$ cat src/bit_error_tester_pkg.sv
// Package for the serial link bit error tester: register map, field layout, enumerations, timing.
// Assumes a single 100 MHz system clock and a plain address/strobe register port.
package bit_error_tester_pkg;

	// ==========================================================
	// Sizes
	localparam int NUM_CH      = 4;
	localparam int DATA_W      = 32;
	localparam int CNT_W       = 48;
	localparam int FREQ_W      = 24;
	localparam int ADDR_W      = 8;
	localparam int CFG_ADDR_W  = 6;

	// ==========================================================
	// Global register offsets (byte addresses, one word each)
	localparam logic [7:0] OFF_GROUP_CTRL  = 8'h00;
	localparam logic [7:0] OFF_GROUP_STAT  = 8'h04;
	localparam logic [7:0] OFF_CFG_ADDR    = 8'h08;
	localparam logic [7:0] OFF_CFG_DATA    = 8'h0c;
	localparam logic [7:0] OFF_PORT_CTRL   = 8'h10;
	localparam logic [7:0] OFF_PORT_STAT   = 8'h14;
	localparam logic [7:0] OFF_MEAS_WIN    = 8'h18;
	// Per-channel blocks start here, stride 0x20.
	localparam logic [7:0] OFF_CH_BASE     = 8'h40;
	localparam logic [7:0] CH_STRIDE       = 8'h20;
	localparam logic [4:0] CH_CTRL         = 5'h00;
	localparam logic [4:0] CH_ANALOG       = 5'h04;
	localparam logic [4:0] CH_STAT         = 5'h08;
	localparam logic [4:0] CH_BITS_LO      = 5'h0c;
	localparam logic [4:0] CH_BITS_HI      = 5'h10;
	localparam logic [4:0] CH_ERRS_LO      = 5'h14;
	localparam logic [4:0] CH_ERRS_HI      = 5'h18;
	localparam logic [4:0] CH_FREQ         = 5'h1c;

	// ==========================================================
	// Field positions
	localparam int F_GRP_RESET   = 0;
	localparam int F_CH_LOOP     = 0;
	localparam int F_CH_TXPAT    = 4;
	localparam int F_CH_RXPAT    = 8;
	localparam int F_CH_INJECT   = 12;
	localparam int F_CH_CNT_CLR  = 13;
	localparam int F_ST_LOCK     = 0;
	localparam int F_ST_RATE     = 8;

	// ==========================================================
	// Reset values and timing
	localparam logic [DATA_W-1:0] RST_ANALOG   = 32'h0000_0000;
	localparam logic [DATA_W-1:0] RST_PORT     = 32'h0000_0000;
	localparam logic [DATA_W-1:0] BUS_UNMAPPED = 32'h0000_0000;
	localparam int    SYS_CLK_HZ      = 100_000_000;
	localparam int    MEAS_WIN_US     = 100;
	localparam int    MEAS_WIN_CYC    = SYS_CLK_HZ / 1_000_000 * MEAS_WIN_US;
	localparam int    GRP_RESET_NS    = 160;
	localparam int    GRP_RESET_CYC   = (GRP_RESET_NS * (SYS_CLK_HZ / 1_000_000) + 999) / 1000;
	localparam int    LOCK_GOOD_WORDS = 64;
	localparam int    LOCK_BAD_WORDS  = 16;

	// ==========================================================
	// Enumerations
	typedef enum logic [1:0] {
		LOOP_NONE,
		LOOP_NEAR_PCS,
		LOOP_FAR_PCS
	} loop_t;

	typedef enum logic [2:0] {
		PAT_PRBS7,
		PAT_PRBS15,
		PAT_PRBS23,
		PAT_PRBS31,
		PAT_CLK2X,
		PAT_CLK10X
	} pattern_t;

	// Signals toward and from one serial transceiver channel.
	typedef struct packed {
		logic [DATA_W-1:0] tx_data;
		logic [1:0]        loopback;
		logic [7:0]        tx_swing;
		logic [7:0]        tx_pre;
		logic [7:0]        tx_post;
		logic [7:0]        rx_eq;
	} xcvr_ctrl_t;

	typedef struct packed {
		logic              rx_valid;
		logic [DATA_W-1:0] rx_data;
		logic              tx_user_clock_out_tick;
		logic              rx_user_clock_out_tick;
	} xcvr_stat_t;

	// Register port carrier.
	typedef struct packed {
		logic [ADDR_W-1:0] addr;
		logic [DATA_W-1:0] wdata;
		logic              wr;
		logic              rd;
	} bus_req_t;

endpackage

$ cat src/serial_link_bit_error_tester.sv
// Bit error ratio test logic for a group of four serial transceiver channels.
// Assumes one system clock; transceiver user clocks arrive as synchronous tick pulses and
// the dynamic reconfiguration port answers writes immediately.
`timescale 1ns/1ps

module serial_link_bit_error_tester #(
	parameter int NUM_CH       = bit_error_tester_pkg::NUM_CH,
	parameter int MEAS_WIN_CYC = bit_error_tester_pkg::MEAS_WIN_CYC
) (
	input  wire logic                          clk,
	input  wire logic                          srst,
	input  wire bit_error_tester_pkg::bus_req_t            bus_req,
	output logic [bit_error_tester_pkg::DATA_W-1:0]        bus_rdata,
	input  wire logic                          pll_locked,
	input  wire bit_error_tester_pkg::xcvr_stat_t [3:0]    xcvr_stat,
	output bit_error_tester_pkg::xcvr_ctrl_t [3:0]         xcvr_ctrl,
	output logic [3:0]                         xcvr_reset,
	output logic                               cfg_wr,
	output logic [bit_error_tester_pkg::CFG_ADDR_W-1:0]    cfg_addr,
	output logic [15:0]                        cfg_wdata,
	input  wire logic [15:0]                   cfg_rdata,
	output logic [15:0]                        port_ctrl,
	input  wire logic [15:0]                   port_stat
);

	localparam int DW = bit_error_tester_pkg::DATA_W;
	localparam int CW = bit_error_tester_pkg::CNT_W;
	localparam int FW = bit_error_tester_pkg::FREQ_W;

	// ==========================================================
	// State
	typedef struct packed {
		logic [DW-1:0]          prbs;
		logic [2:0]             txpat;
		logic [2:0]             rxpat;
		logic [1:0]             loop;
		logic [31:0]            analog;
		logic                   inject;
		logic [CW-1:0]          bits;
		logic [CW-1:0]          errs;
		logic [DW-1:0]          chk;
		logic [6:0]             good;
		logic [4:0]             bad;
		logic                   locked;
		logic [FW-1:0]          tx_acc;
		logic [FW-1:0]          rx_acc;
		logic [FW-1:0]          tx_freq;
		logic [FW-1:0]          rx_freq;
		logic [DW-1:0]          tx_word;
	} chan_t;

	typedef struct packed {
		chan_t [3:0]            ch;
		logic [7:0]             grp_rst_cnt;
		logic [31:0]            win_cnt;
		logic [bit_error_tester_pkg::CFG_ADDR_W-1:0] cfg_addr;
		logic                   cfg_wr;
		logic [15:0]            cfg_wdata;
		logic [15:0]            port_ctrl;
		logic                   pll_locked;
		logic [DW-1:0]          rdata;
	} state_t;

	state_t st_r;
	state_t st_nxt;

	// ==========================================================
	// Pattern step: one word of the selected sequence from the previous word.
	function automatic logic [DW-1:0] next_word(input logic [2:0] pat, input logic [DW-1:0] cur);
		logic [DW-1:0] s;
		logic          fb;
		s = cur;
		for (int i = 0; i < DW; i++) begin
			case (pat)
				bit_error_tester_pkg::PAT_PRBS7:  fb = s[6] ^ s[5];
				bit_error_tester_pkg::PAT_PRBS15: fb = s[14] ^ s[13];
				bit_error_tester_pkg::PAT_PRBS23: fb = s[22] ^ s[17];
				default:              fb = s[30] ^ s[27];
			endcase
			s = {s[DW-2:0], fb};
		end
		case (pat)
			bit_error_tester_pkg::PAT_CLK2X:  next_word = 32'haaaa_aaaa;
			bit_error_tester_pkg::PAT_CLK10X: next_word = 32'hffc0_0ffc;
			default:              next_word = (s == '0) ? 32'h0000_0001 : s;
		endcase
	endfunction

	function automatic logic [5:0] popcount(input logic [DW-1:0] v);
		popcount = '0;
		for (int i = 0; i < DW; i++) begin
			popcount = popcount + 6'(v[i]);
		end
	endfunction

	function automatic logic [CW-1:0] sat_add(input logic [CW-1:0] a, input logic [CW-1:0] b);
		logic [CW:0] s;
		s = {1'b0, a} + {1'b0, b};
		sat_add = s[CW] ? '1 : s[CW-1:0];
	endfunction

	// ==========================================================
	// Next state
	logic [7:0]  ch_off;
	logic [1:0]  ch_idx;
	logic [4:0]  ch_reg;
	logic        ch_hit;
	logic        win_end;

	always_comb begin
		logic [DW-1:0] exp_w;
		logic [DW-1:0] diff;
		exp_w = '0;
		diff = '0;
		st_nxt = st_r;
		st_nxt.cfg_wr = 1'b0;
		st_nxt.pll_locked = pll_locked;
		ch_off = bus_req.addr - bit_error_tester_pkg::OFF_CH_BASE;
		ch_idx = ch_off[6:5];
		ch_reg = ch_off[4:0];
		ch_hit = bus_req.addr >= bit_error_tester_pkg::OFF_CH_BASE && 8'(ch_off[7:5]) < 8'(NUM_CH);
		win_end = st_r.win_cnt == 32'(MEAS_WIN_CYC - 1);
		st_nxt.win_cnt = win_end ? '0 : st_r.win_cnt + 32'h0000_0001;
		if (st_r.grp_rst_cnt != '0) begin
			st_nxt.grp_rst_cnt = st_r.grp_rst_cnt - 8'h01;
		end

		for (int c = 0; c < 4; c++) begin
			// Transmit generator; a single bit flip on one word for error injection.
			st_nxt.ch[c].prbs = next_word(st_r.ch[c].txpat, st_r.ch[c].prbs);
			st_nxt.ch[c].tx_word = st_nxt.ch[c].prbs ^ {{(DW-1){1'b0}}, st_r.ch[c].inject};
			st_nxt.ch[c].inject = 1'b0;

			// Checker: self-synchronising, predicts next word from last received word.
			if (xcvr_stat[c].rx_valid) begin
				exp_w = next_word(st_r.ch[c].rxpat, st_r.ch[c].chk);
				diff = exp_w ^ xcvr_stat[c].rx_data;
				// Once locked, a bad word must not seed the next prediction, or one flipped bit
				// would echo into the following word and count as many errors.
				st_nxt.ch[c].chk = (st_r.ch[c].locked && diff != '0) ? exp_w : xcvr_stat[c].rx_data;
				// A burst of clean words is needed to call lock; a run of bad words drops it.
				if (diff == '0) begin
					st_nxt.ch[c].bad = '0;
					if (st_r.ch[c].good != 7'(bit_error_tester_pkg::LOCK_GOOD_WORDS)) begin
						st_nxt.ch[c].good = st_r.ch[c].good + 7'h01;
					end else begin
						st_nxt.ch[c].locked = 1'b1;
					end
				end else begin
					st_nxt.ch[c].good = '0;
					if (st_r.ch[c].bad != 5'(bit_error_tester_pkg::LOCK_BAD_WORDS)) begin
						st_nxt.ch[c].bad = st_r.ch[c].bad + 5'h01;
					end else begin
						st_nxt.ch[c].locked = 1'b0;
					end
				end
				st_nxt.ch[c].bits = sat_add(st_r.ch[c].bits, CW'(DW));
				st_nxt.ch[c].errs = sat_add(st_r.ch[c].errs, CW'(popcount(diff)));
			end

			// Frequency: count user clock ticks over a fixed system clock window.
			st_nxt.ch[c].tx_acc = st_r.ch[c].tx_acc + FW'(xcvr_stat[c].tx_user_clock_out_tick);
			st_nxt.ch[c].rx_acc = st_r.ch[c].rx_acc + FW'(xcvr_stat[c].rx_user_clock_out_tick);
			if (win_end) begin
				st_nxt.ch[c].tx_freq = st_nxt.ch[c].tx_acc;
				st_nxt.ch[c].rx_freq = st_nxt.ch[c].rx_acc;
				st_nxt.ch[c].tx_acc = '0;
				st_nxt.ch[c].rx_acc = '0;
			end
		end

		// Register writes.
		if (bus_req.wr) begin
			if (bus_req.addr == bit_error_tester_pkg::OFF_GROUP_CTRL) begin
				if (bus_req.wdata[bit_error_tester_pkg::F_GRP_RESET]) begin
					st_nxt.grp_rst_cnt = 8'(bit_error_tester_pkg::GRP_RESET_CYC);
				end
			end else if (bus_req.addr == bit_error_tester_pkg::OFF_CFG_ADDR) begin
				st_nxt.cfg_addr = bus_req.wdata[bit_error_tester_pkg::CFG_ADDR_W-1:0];
			end else if (bus_req.addr == bit_error_tester_pkg::OFF_CFG_DATA) begin
				st_nxt.cfg_wdata = bus_req.wdata[15:0];
				st_nxt.cfg_wr = 1'b1;
			end else if (bus_req.addr == bit_error_tester_pkg::OFF_PORT_CTRL) begin
				st_nxt.port_ctrl = bus_req.wdata[15:0];
			end else if (ch_hit && ch_reg == bit_error_tester_pkg::CH_CTRL) begin
				st_nxt.ch[ch_idx].loop = bus_req.wdata[bit_error_tester_pkg::F_CH_LOOP +: 2];
				st_nxt.ch[ch_idx].txpat = bus_req.wdata[bit_error_tester_pkg::F_CH_TXPAT +: 3];
				st_nxt.ch[ch_idx].rxpat = bus_req.wdata[bit_error_tester_pkg::F_CH_RXPAT +: 3];
				st_nxt.ch[ch_idx].inject = bus_req.wdata[bit_error_tester_pkg::F_CH_INJECT];
				if (bus_req.wdata[bit_error_tester_pkg::F_CH_CNT_CLR]) begin
					st_nxt.ch[ch_idx].bits = '0;
					st_nxt.ch[ch_idx].errs = '0;
				end
			end else if (ch_hit && ch_reg == bit_error_tester_pkg::CH_ANALOG) begin
				st_nxt.ch[ch_idx].analog = bus_req.wdata;
			end
		end

		// Register reads; data stands in the following cycle only.
		st_nxt.rdata = bit_error_tester_pkg::BUS_UNMAPPED;
		if (bus_req.rd) begin
			if (bus_req.addr == bit_error_tester_pkg::OFF_GROUP_STAT) begin
				st_nxt.rdata = {30'h0, st_r.grp_rst_cnt != '0, st_r.pll_locked};
			end else if (bus_req.addr == bit_error_tester_pkg::OFF_CFG_ADDR) begin
				st_nxt.rdata = 32'(st_r.cfg_addr);
			end else if (bus_req.addr == bit_error_tester_pkg::OFF_CFG_DATA) begin
				st_nxt.rdata = 32'(cfg_rdata);
			end else if (bus_req.addr == bit_error_tester_pkg::OFF_PORT_CTRL) begin
				st_nxt.rdata = 32'(st_r.port_ctrl);
			end else if (bus_req.addr == bit_error_tester_pkg::OFF_PORT_STAT) begin
				st_nxt.rdata = 32'(port_stat);
			end else if (bus_req.addr == bit_error_tester_pkg::OFF_MEAS_WIN) begin
				st_nxt.rdata = 32'(MEAS_WIN_CYC);
			end else if (ch_hit && ch_reg == bit_error_tester_pkg::CH_CTRL) begin
				st_nxt.rdata = {20'h0, 1'b0, st_r.ch[ch_idx].rxpat, 1'b0, st_r.ch[ch_idx].txpat,
					2'b00, st_r.ch[ch_idx].loop};
			end else if (ch_hit && ch_reg == bit_error_tester_pkg::CH_ANALOG) begin
				st_nxt.rdata = st_r.ch[ch_idx].analog;
			end else if (ch_hit && ch_reg == bit_error_tester_pkg::CH_STAT) begin
				// Line rate in ticks per window is shown only while locked.
				st_nxt.rdata = st_r.ch[ch_idx].locked ?
					{st_r.ch[ch_idx].rx_freq, 7'h0, 1'b1} : 32'h0000_0000;
			end else if (ch_hit && ch_reg == bit_error_tester_pkg::CH_BITS_LO) begin
				st_nxt.rdata = st_r.ch[ch_idx].bits[31:0];
			end else if (ch_hit && ch_reg == bit_error_tester_pkg::CH_BITS_HI) begin
				st_nxt.rdata = 32'(st_r.ch[ch_idx].bits[CW-1:32]);
			end else if (ch_hit && ch_reg == bit_error_tester_pkg::CH_ERRS_LO) begin
				st_nxt.rdata = st_r.ch[ch_idx].errs[31:0];
			end else if (ch_hit && ch_reg == bit_error_tester_pkg::CH_ERRS_HI) begin
				st_nxt.rdata = 32'(st_r.ch[ch_idx].errs[CW-1:32]);
			end else if (ch_hit && ch_reg == bit_error_tester_pkg::CH_FREQ) begin
				st_nxt.rdata = 32'(st_r.ch[ch_idx].tx_freq);
			end
		end

		// Group reset wipes generator and checker state, counters and lock; patterns, loopback, analog and rates are kept.
		if (st_r.grp_rst_cnt != '0) begin
			for (int c = 0; c < 4; c++) begin
				st_nxt.ch[c].bits = '0;
				st_nxt.ch[c].errs = '0;
				st_nxt.ch[c].locked = 1'b0;
				st_nxt.ch[c].good = '0;
				st_nxt.ch[c].bad = '0;
				st_nxt.ch[c].chk = '0;
				st_nxt.ch[c].prbs = 32'h0000_0001;
				st_nxt.ch[c].inject = 1'b0;
			end
		end
	end

	always_ff @(posedge clk) begin
		if (srst) begin
			st_r <= '0;
		end else begin
			st_r <= st_nxt;
		end
	end

	// ==========================================================
	// Outputs; only configuration and analog controls leave the block, never the
	// pattern data paths themselves beyond the channel fabric bus.
	always_comb begin
		for (int c = 0; c < 4; c++) begin
			xcvr_ctrl[c].tx_data = st_r.ch[c].tx_word;
			xcvr_ctrl[c].loopback = st_r.ch[c].loop;
			xcvr_ctrl[c].tx_swing = st_r.ch[c].analog[7:0];
			xcvr_ctrl[c].tx_pre = st_r.ch[c].analog[15:8];
			xcvr_ctrl[c].tx_post = st_r.ch[c].analog[23:16];
			xcvr_ctrl[c].rx_eq = st_r.ch[c].analog[31:24];
		end
	end

	assign bus_rdata  = st_r.rdata;
	assign xcvr_reset = {4{st_r.grp_rst_cnt != '0}};
	assign cfg_wr     = st_r.cfg_wr;
	assign cfg_addr   = st_r.cfg_addr;
	assign cfg_wdata  = st_r.cfg_wdata;
	assign port_ctrl  = st_r.port_ctrl;

endmodule

$ cat config.mk
export PLATFORM = sky130hd
export DESIGN_NAME = serial_link_bit_error_tester
export DESIGN_NICKNAME = d
export VERILOG_FILES = /design/src/bit_error_tester_pkg.sv /design/src/serial_link_bit_error_tester.sv
export SDC_FILE = /design/constraint.sdc
export NUM_CORES = 2
export LEC_CHECK = 0
export ABC_CLOCK_PERIOD_IN_PS = 28100
export BUFFER_PORTS_ARGS = -buffer_cell sky130_fd_sc_hd__buf_4
export CAP_MARGIN = 20
export CORE_MARGIN = 5
export CORE_UTILIZATION = 63
export CTS_BUF_LIST = sky130_fd_sc_hd__clkbuf_16
export DETAILED_ROUTE_END_ITERATION = 6
export MAX_ROUTING_LAYER = met4
export PLACE_DENSITY = 0.82
export SETUP_SLACK_MARGIN = 0.3
export SYNTH_ARGS = -nofsm -noshare
export SYNTH_HDL_FRONTEND = slang
export SYNTH_SLANG_ARGS = --single-unit
$ cat constraint.sdc
create_clock -name clk -period 28.1 [get_ports clk]
set_clock_uncertainty 0.1 [all_clocks]
set_input_delay 4.215 -clock clk [delete_from_list [all_inputs] [get_ports clk]]
set_output_delay 4.215 -clock clk [all_outputs]
set_load 0.02 [all_outputs]
==> metrics.yaml, run 1 <==
synth:
  yosys.area.top_type_share_pct: 32.4
  netlist-cell-type-count: 130
  yosys.area.top_type: "dfxtp_1"
  synth-edff-count: 0
  netlist_top_cells_area: "dfxtp_1 32%, xor2_1 7.0%, xnor2_1 6.1%"
  ys_ff_latch: 1472
  synth_top_flop_cell: "dfxtp_1"
  syn_inst: 10900
  ys_seq_area_share_pct: 32.4
  synth.avg_cell_area_um2: 8.33
  synth_nets: 11400
  async_flop_share_pct: 0
  synthesis.area_um2: 90800
  yosysWarnings: 0
clock_network:
  htree_levels: 4
  clock-sinks: 1472
  root_buffer: "clkbuf_16"
  cts_resized: 0
  cts_buffers: 154
  max-clock-path-buffers: 3
  postCtsHoldBufs: 0
  cts_setup_buffers: 0
grt:
  grt_usage_pct: 57.6
  antenna_found_initial: 34
  grt_max_degree: 217
  grt_overflow_total: 12
floorplanning:
  initial_core_util_pct: 63.3
  die_width_um: 390
  pin_count: 556
  rows: 139
  dieHeight_um: 390
placed_design:
  hpwl_um: 271000
  io_buffers: 555
  routabilityCongestion: 1.08
outcome:
  outcome: "did not finish"
  lastStage: "global routing (5_1_grt)"
  firstError: "[ERROR GRT-0232] Routing congestion too high. Check the congestion heatmap in the GUI."
[layer usage]
| metal | overflow | GRT usage [%] |
|---|---|---|
| met3 | 3 | 34.0 |
| met4 | 4 | 42.3 |
| met5 | - | - |
| met2 | 5 | 74.5 |
| met1 | 0 | 64.6 |
[synth_stat cells (all sizes together), types with 51 or more instances]
cell type	n
o211ai	64
nand2	995
a21oi	856
buf	526
inv	303
a31oi	101
fa	104
a22oi	103
o21ai	488
mux4	185
and3	175
nand3	381
nor3	219
xnor2	632
xor2	730
mux2i	149
o22ai	136
or3	61
nor2	1179
ha	199
dfxtp	1472
and2	86
a211oi	245
nor2b	51
nand4	176
nor4	62
clkbuf	571
[stage by stage]
step	setup slack [ns]	instances	instance area, um^2	hold WS, ns	utilization, %
2_1_floorplan	14.89	10900	90800	0.322	-
3_3_place_gp	11.47	12500	93300	0.329	65.1
3_5_place_dp	11.36	12500	93400	0.339	65.1
4_1_cts	11.30	12700	98400	0.348	68.6
[kinds of logic after synthesis]
group / count (synthesis) / share of synthesized area (%)
DFF: 1472 / 32.4
adders and majority gates: 303 / 5.03
and+or+nand+nor: 3609 / 18.6
xor gates and xnor gates: 1371 / 13.4
buffers and inverters: 1406 / 7.50
muxes: 351 / 6.44
AOI/OAI and AO/OA: 2396 / 16.6
==> run 2, diff against run 1 <==
Settings changed: CORE_UTILIZATION 63 to 40, CTS_BUF_LIST sky130_fd_sc_hd__clkbuf_16 to not set, MAX_ROUTING_LAYER met4 to not set, PLACE_DENSITY 0.82 to not set, PLACE_DENSITY_LB_ADDON set to 0.15, SETUP_SLACK_MARGIN 0.3 to not set.
==> run 2 against run 1 <==
The run now ends clean. Synthesized cell count is the same. Area after synthesis unchanged.
==> metrics.yaml, run 2 <==
outcome:
  outcome: "finished, final reports clean"
sta:
  final-setup-viol-count: 0
  timing.final.crit_share_pct: 61.0
  worst_pin_slew_ns: 1.17
  fin_crit_ns: 17.13
  slew_headroom_pct: 21.9
  tns_ns: 0
  max_freq_mhz: 58.4
  finalHoldViolCount: 0
  slew_viol_final: 0
  rsz0062_at_grt: "false"
floorplanning:
  dieArea_um2: 237000
  initial_core_util_pct: 40.1
  coreArea_um2: 227000
  dieHeight_um: 487
  die_width_um: 487
  pin_count: 556
  rows: 175
synth:
  yosys.area.top_type_share_pct: 32.4
  netlist-cell-type-count: 130
  ys_seq_area_share_pct: 32.4
  yosys.area.top_type: "dfxtp_1"
  ys_ff_latch: 1472
  netlist_top_cells_area: "dfxtp_1 32%, xor2_1 7.0%, xnor2_1 6.1%"
  synth.avg_cell_area_um2: 8.33
  yosysMostFrequentCell: "dfxtp_1"
  syn_inst: 10900
  synth_top_flop_cell: "dfxtp_1"
  synthesis.area_um2: 90800
  async_flop_share_pct: 0
  synth_nets: 11400
  yosys-top-cells-count: "1472 x dfxtp_1, 1174 x nor2_1, 994 x nand2_1"
  synth-edff-count: 0
  yosysWarnings: 0
placed_design:
  io_buffers: 555
  routabilityCongestion: 0.965
  hpwl_um: 288000
clock_network:
  path_clk_slew_ns: 0.06
  postCtsHoldBufs: 0
  cts_tree: "done"
  cts_resized: 0
  max-clock-path-buffers: 3
  htree_levels: 4
  clock-sinks: 1472
  cts_buffers: 173
  worstSkewPairLatency_ns: 0.88
  cts_setup_buffers: 0
  root_buffer: "clkbuf_16"
detailed_routing:
  drt-total-wl_um: 383000
  avgViaCountPerCell: 5.94
  wl_per_cell_um: 27.5
  dr.pass1.iters: 7
  ant_nets: 0
  drc_errors: 0
  num_vias: 82600
  dr.first_iter.drc_count: 8948
worst_hold_path:
  hold_class: "reg2reg"
  whs_path_depth: 2
critical_path:
  crit_type: "reg2reg"
  crit_path_end_kind: "flop"
  max_stage_delay_ns: 0.98
  crit_slowest_cell: "a222oi_1"
  crit_top_cell: "nor2_1"
  worst_setup_path_start_kind: "flop"
  crit_required_ns: 28.77
  ff2ff_path_depth: 57
  cp_max_fo: 46
  critical_path_arrival_ns: 17.80
grt:
  grt_overflow_total: 0
  antenna_found_initial: 19
  grt_pass1_vias: 79500
  grt_use_met2_pct: 49.0
  use_met1_pct: 40.6
  grt_max_degree: 210
  grt_use_met3_pct: 5.37
  grt-busiest-layer: "met2"
  grt_usage_pct: 31.1
  grt_pass1_wl_um: 554000
finish:
  final_nets: 11300
  nFillCells: 22500
  drive_above_1_share_pct: 12.8
  multiInputGateArea_um2: 54800
  most-common-layout-cells: "1470 x dfxtp_1, 1164 x nor2_1, 991 x nand2_1, 844 x a21oi_1, 746 x buf_4"
  layout_commonest_cell: "dfxtp_1"
  register_area_um2: 29500
  area_delta_synth_final_pct: 11.1
run:
  drv_cap: 0
[run 2: cell counts after synthesis]
Identical to the previous run, type by type.
[run 2: path summary, 6_finish.rpt]
path	start	end	slack [ns]
setup / recovery	flop	st_r[1319]	10.97
hold / removal	st_r[1021]	st_r[1021]	0.35
setup reg to reg	flop	st_r[1319]	10.97
hold reg to reg	st_r[1021]	st_r[1021]	0.35
[run 2: cell families after synthesis]
| kind of cell | after synthesis | share of synthesized area, % |
|---|---|---|
| AOI/OAI and AO/OA | 2396 | 16.6 |
| and+or+nand+nor | 3609 | 18.6 |
| xor gates and xnor gates | 1371 | 13.4 |
| adders and majority gates | 303 | 5.03 |
| muxes | 351 | 6.44 |
| DFF | 1472 | 32.4 |
| buffers and inverters | 1406 | 7.50 |
[run 2: layout make-up]
cell class / instances / share of cell area (%)
flip-flops and latches: 1472 / 29.2
clock inverters: 52 / 0.827
well taps: 3009 / 3.73
repair buffers: 758 / 5.75
diodes: 13 / 0.0322
clock buffers: 255 / 5.00
multi-input cells: 8030 / 54.3
inverters: 309 / 1.15
[run 2: worst max-delay path: cells and delay by family (launching register included)]
family / cells / cell delay (ns)
buf+inv: 5 / 1.21
simple gates: 20 / 4.86
mux: 1 / 0.16
compound gates: 18 / 4.75
fa+ha+maj: 12 / 4.88
flops: 1 / 0.85
xor+xnor: 1 / 0.19
[run 2: metal layers]
layer  part of all wire (%)  vias to the layer above  routed length [um]
li1                       -                    37600                   -
met1                     42                    40600              159000
met2                     45                     3583              171000
met3                    7.6                      773               28900
met4                    6.1                       10               23400
met5                  0.045                        -                 173
[run 2: metrics by stage]
stage                     std cells  util (%)  cell area [um^2]  hold slack, ns  setup slack [ns]
final                         13900      44.5            101000           0.346             10.97
after global routing          13900      44.5            101000           0.364              9.83
after CTS                     13900      44.5            101000           0.342             11.16
after detailed placement      13600      41.9             94900           0.333             11.22
after global placement        13600      41.9             94900           0.330             10.74
after floorplan               10900         -             90800           0.322             14.89
Power of run 2 is left out: the tool's default activity adds up to more than one toggle a clock period on the data nets, which glitch-free logic cannot reach.
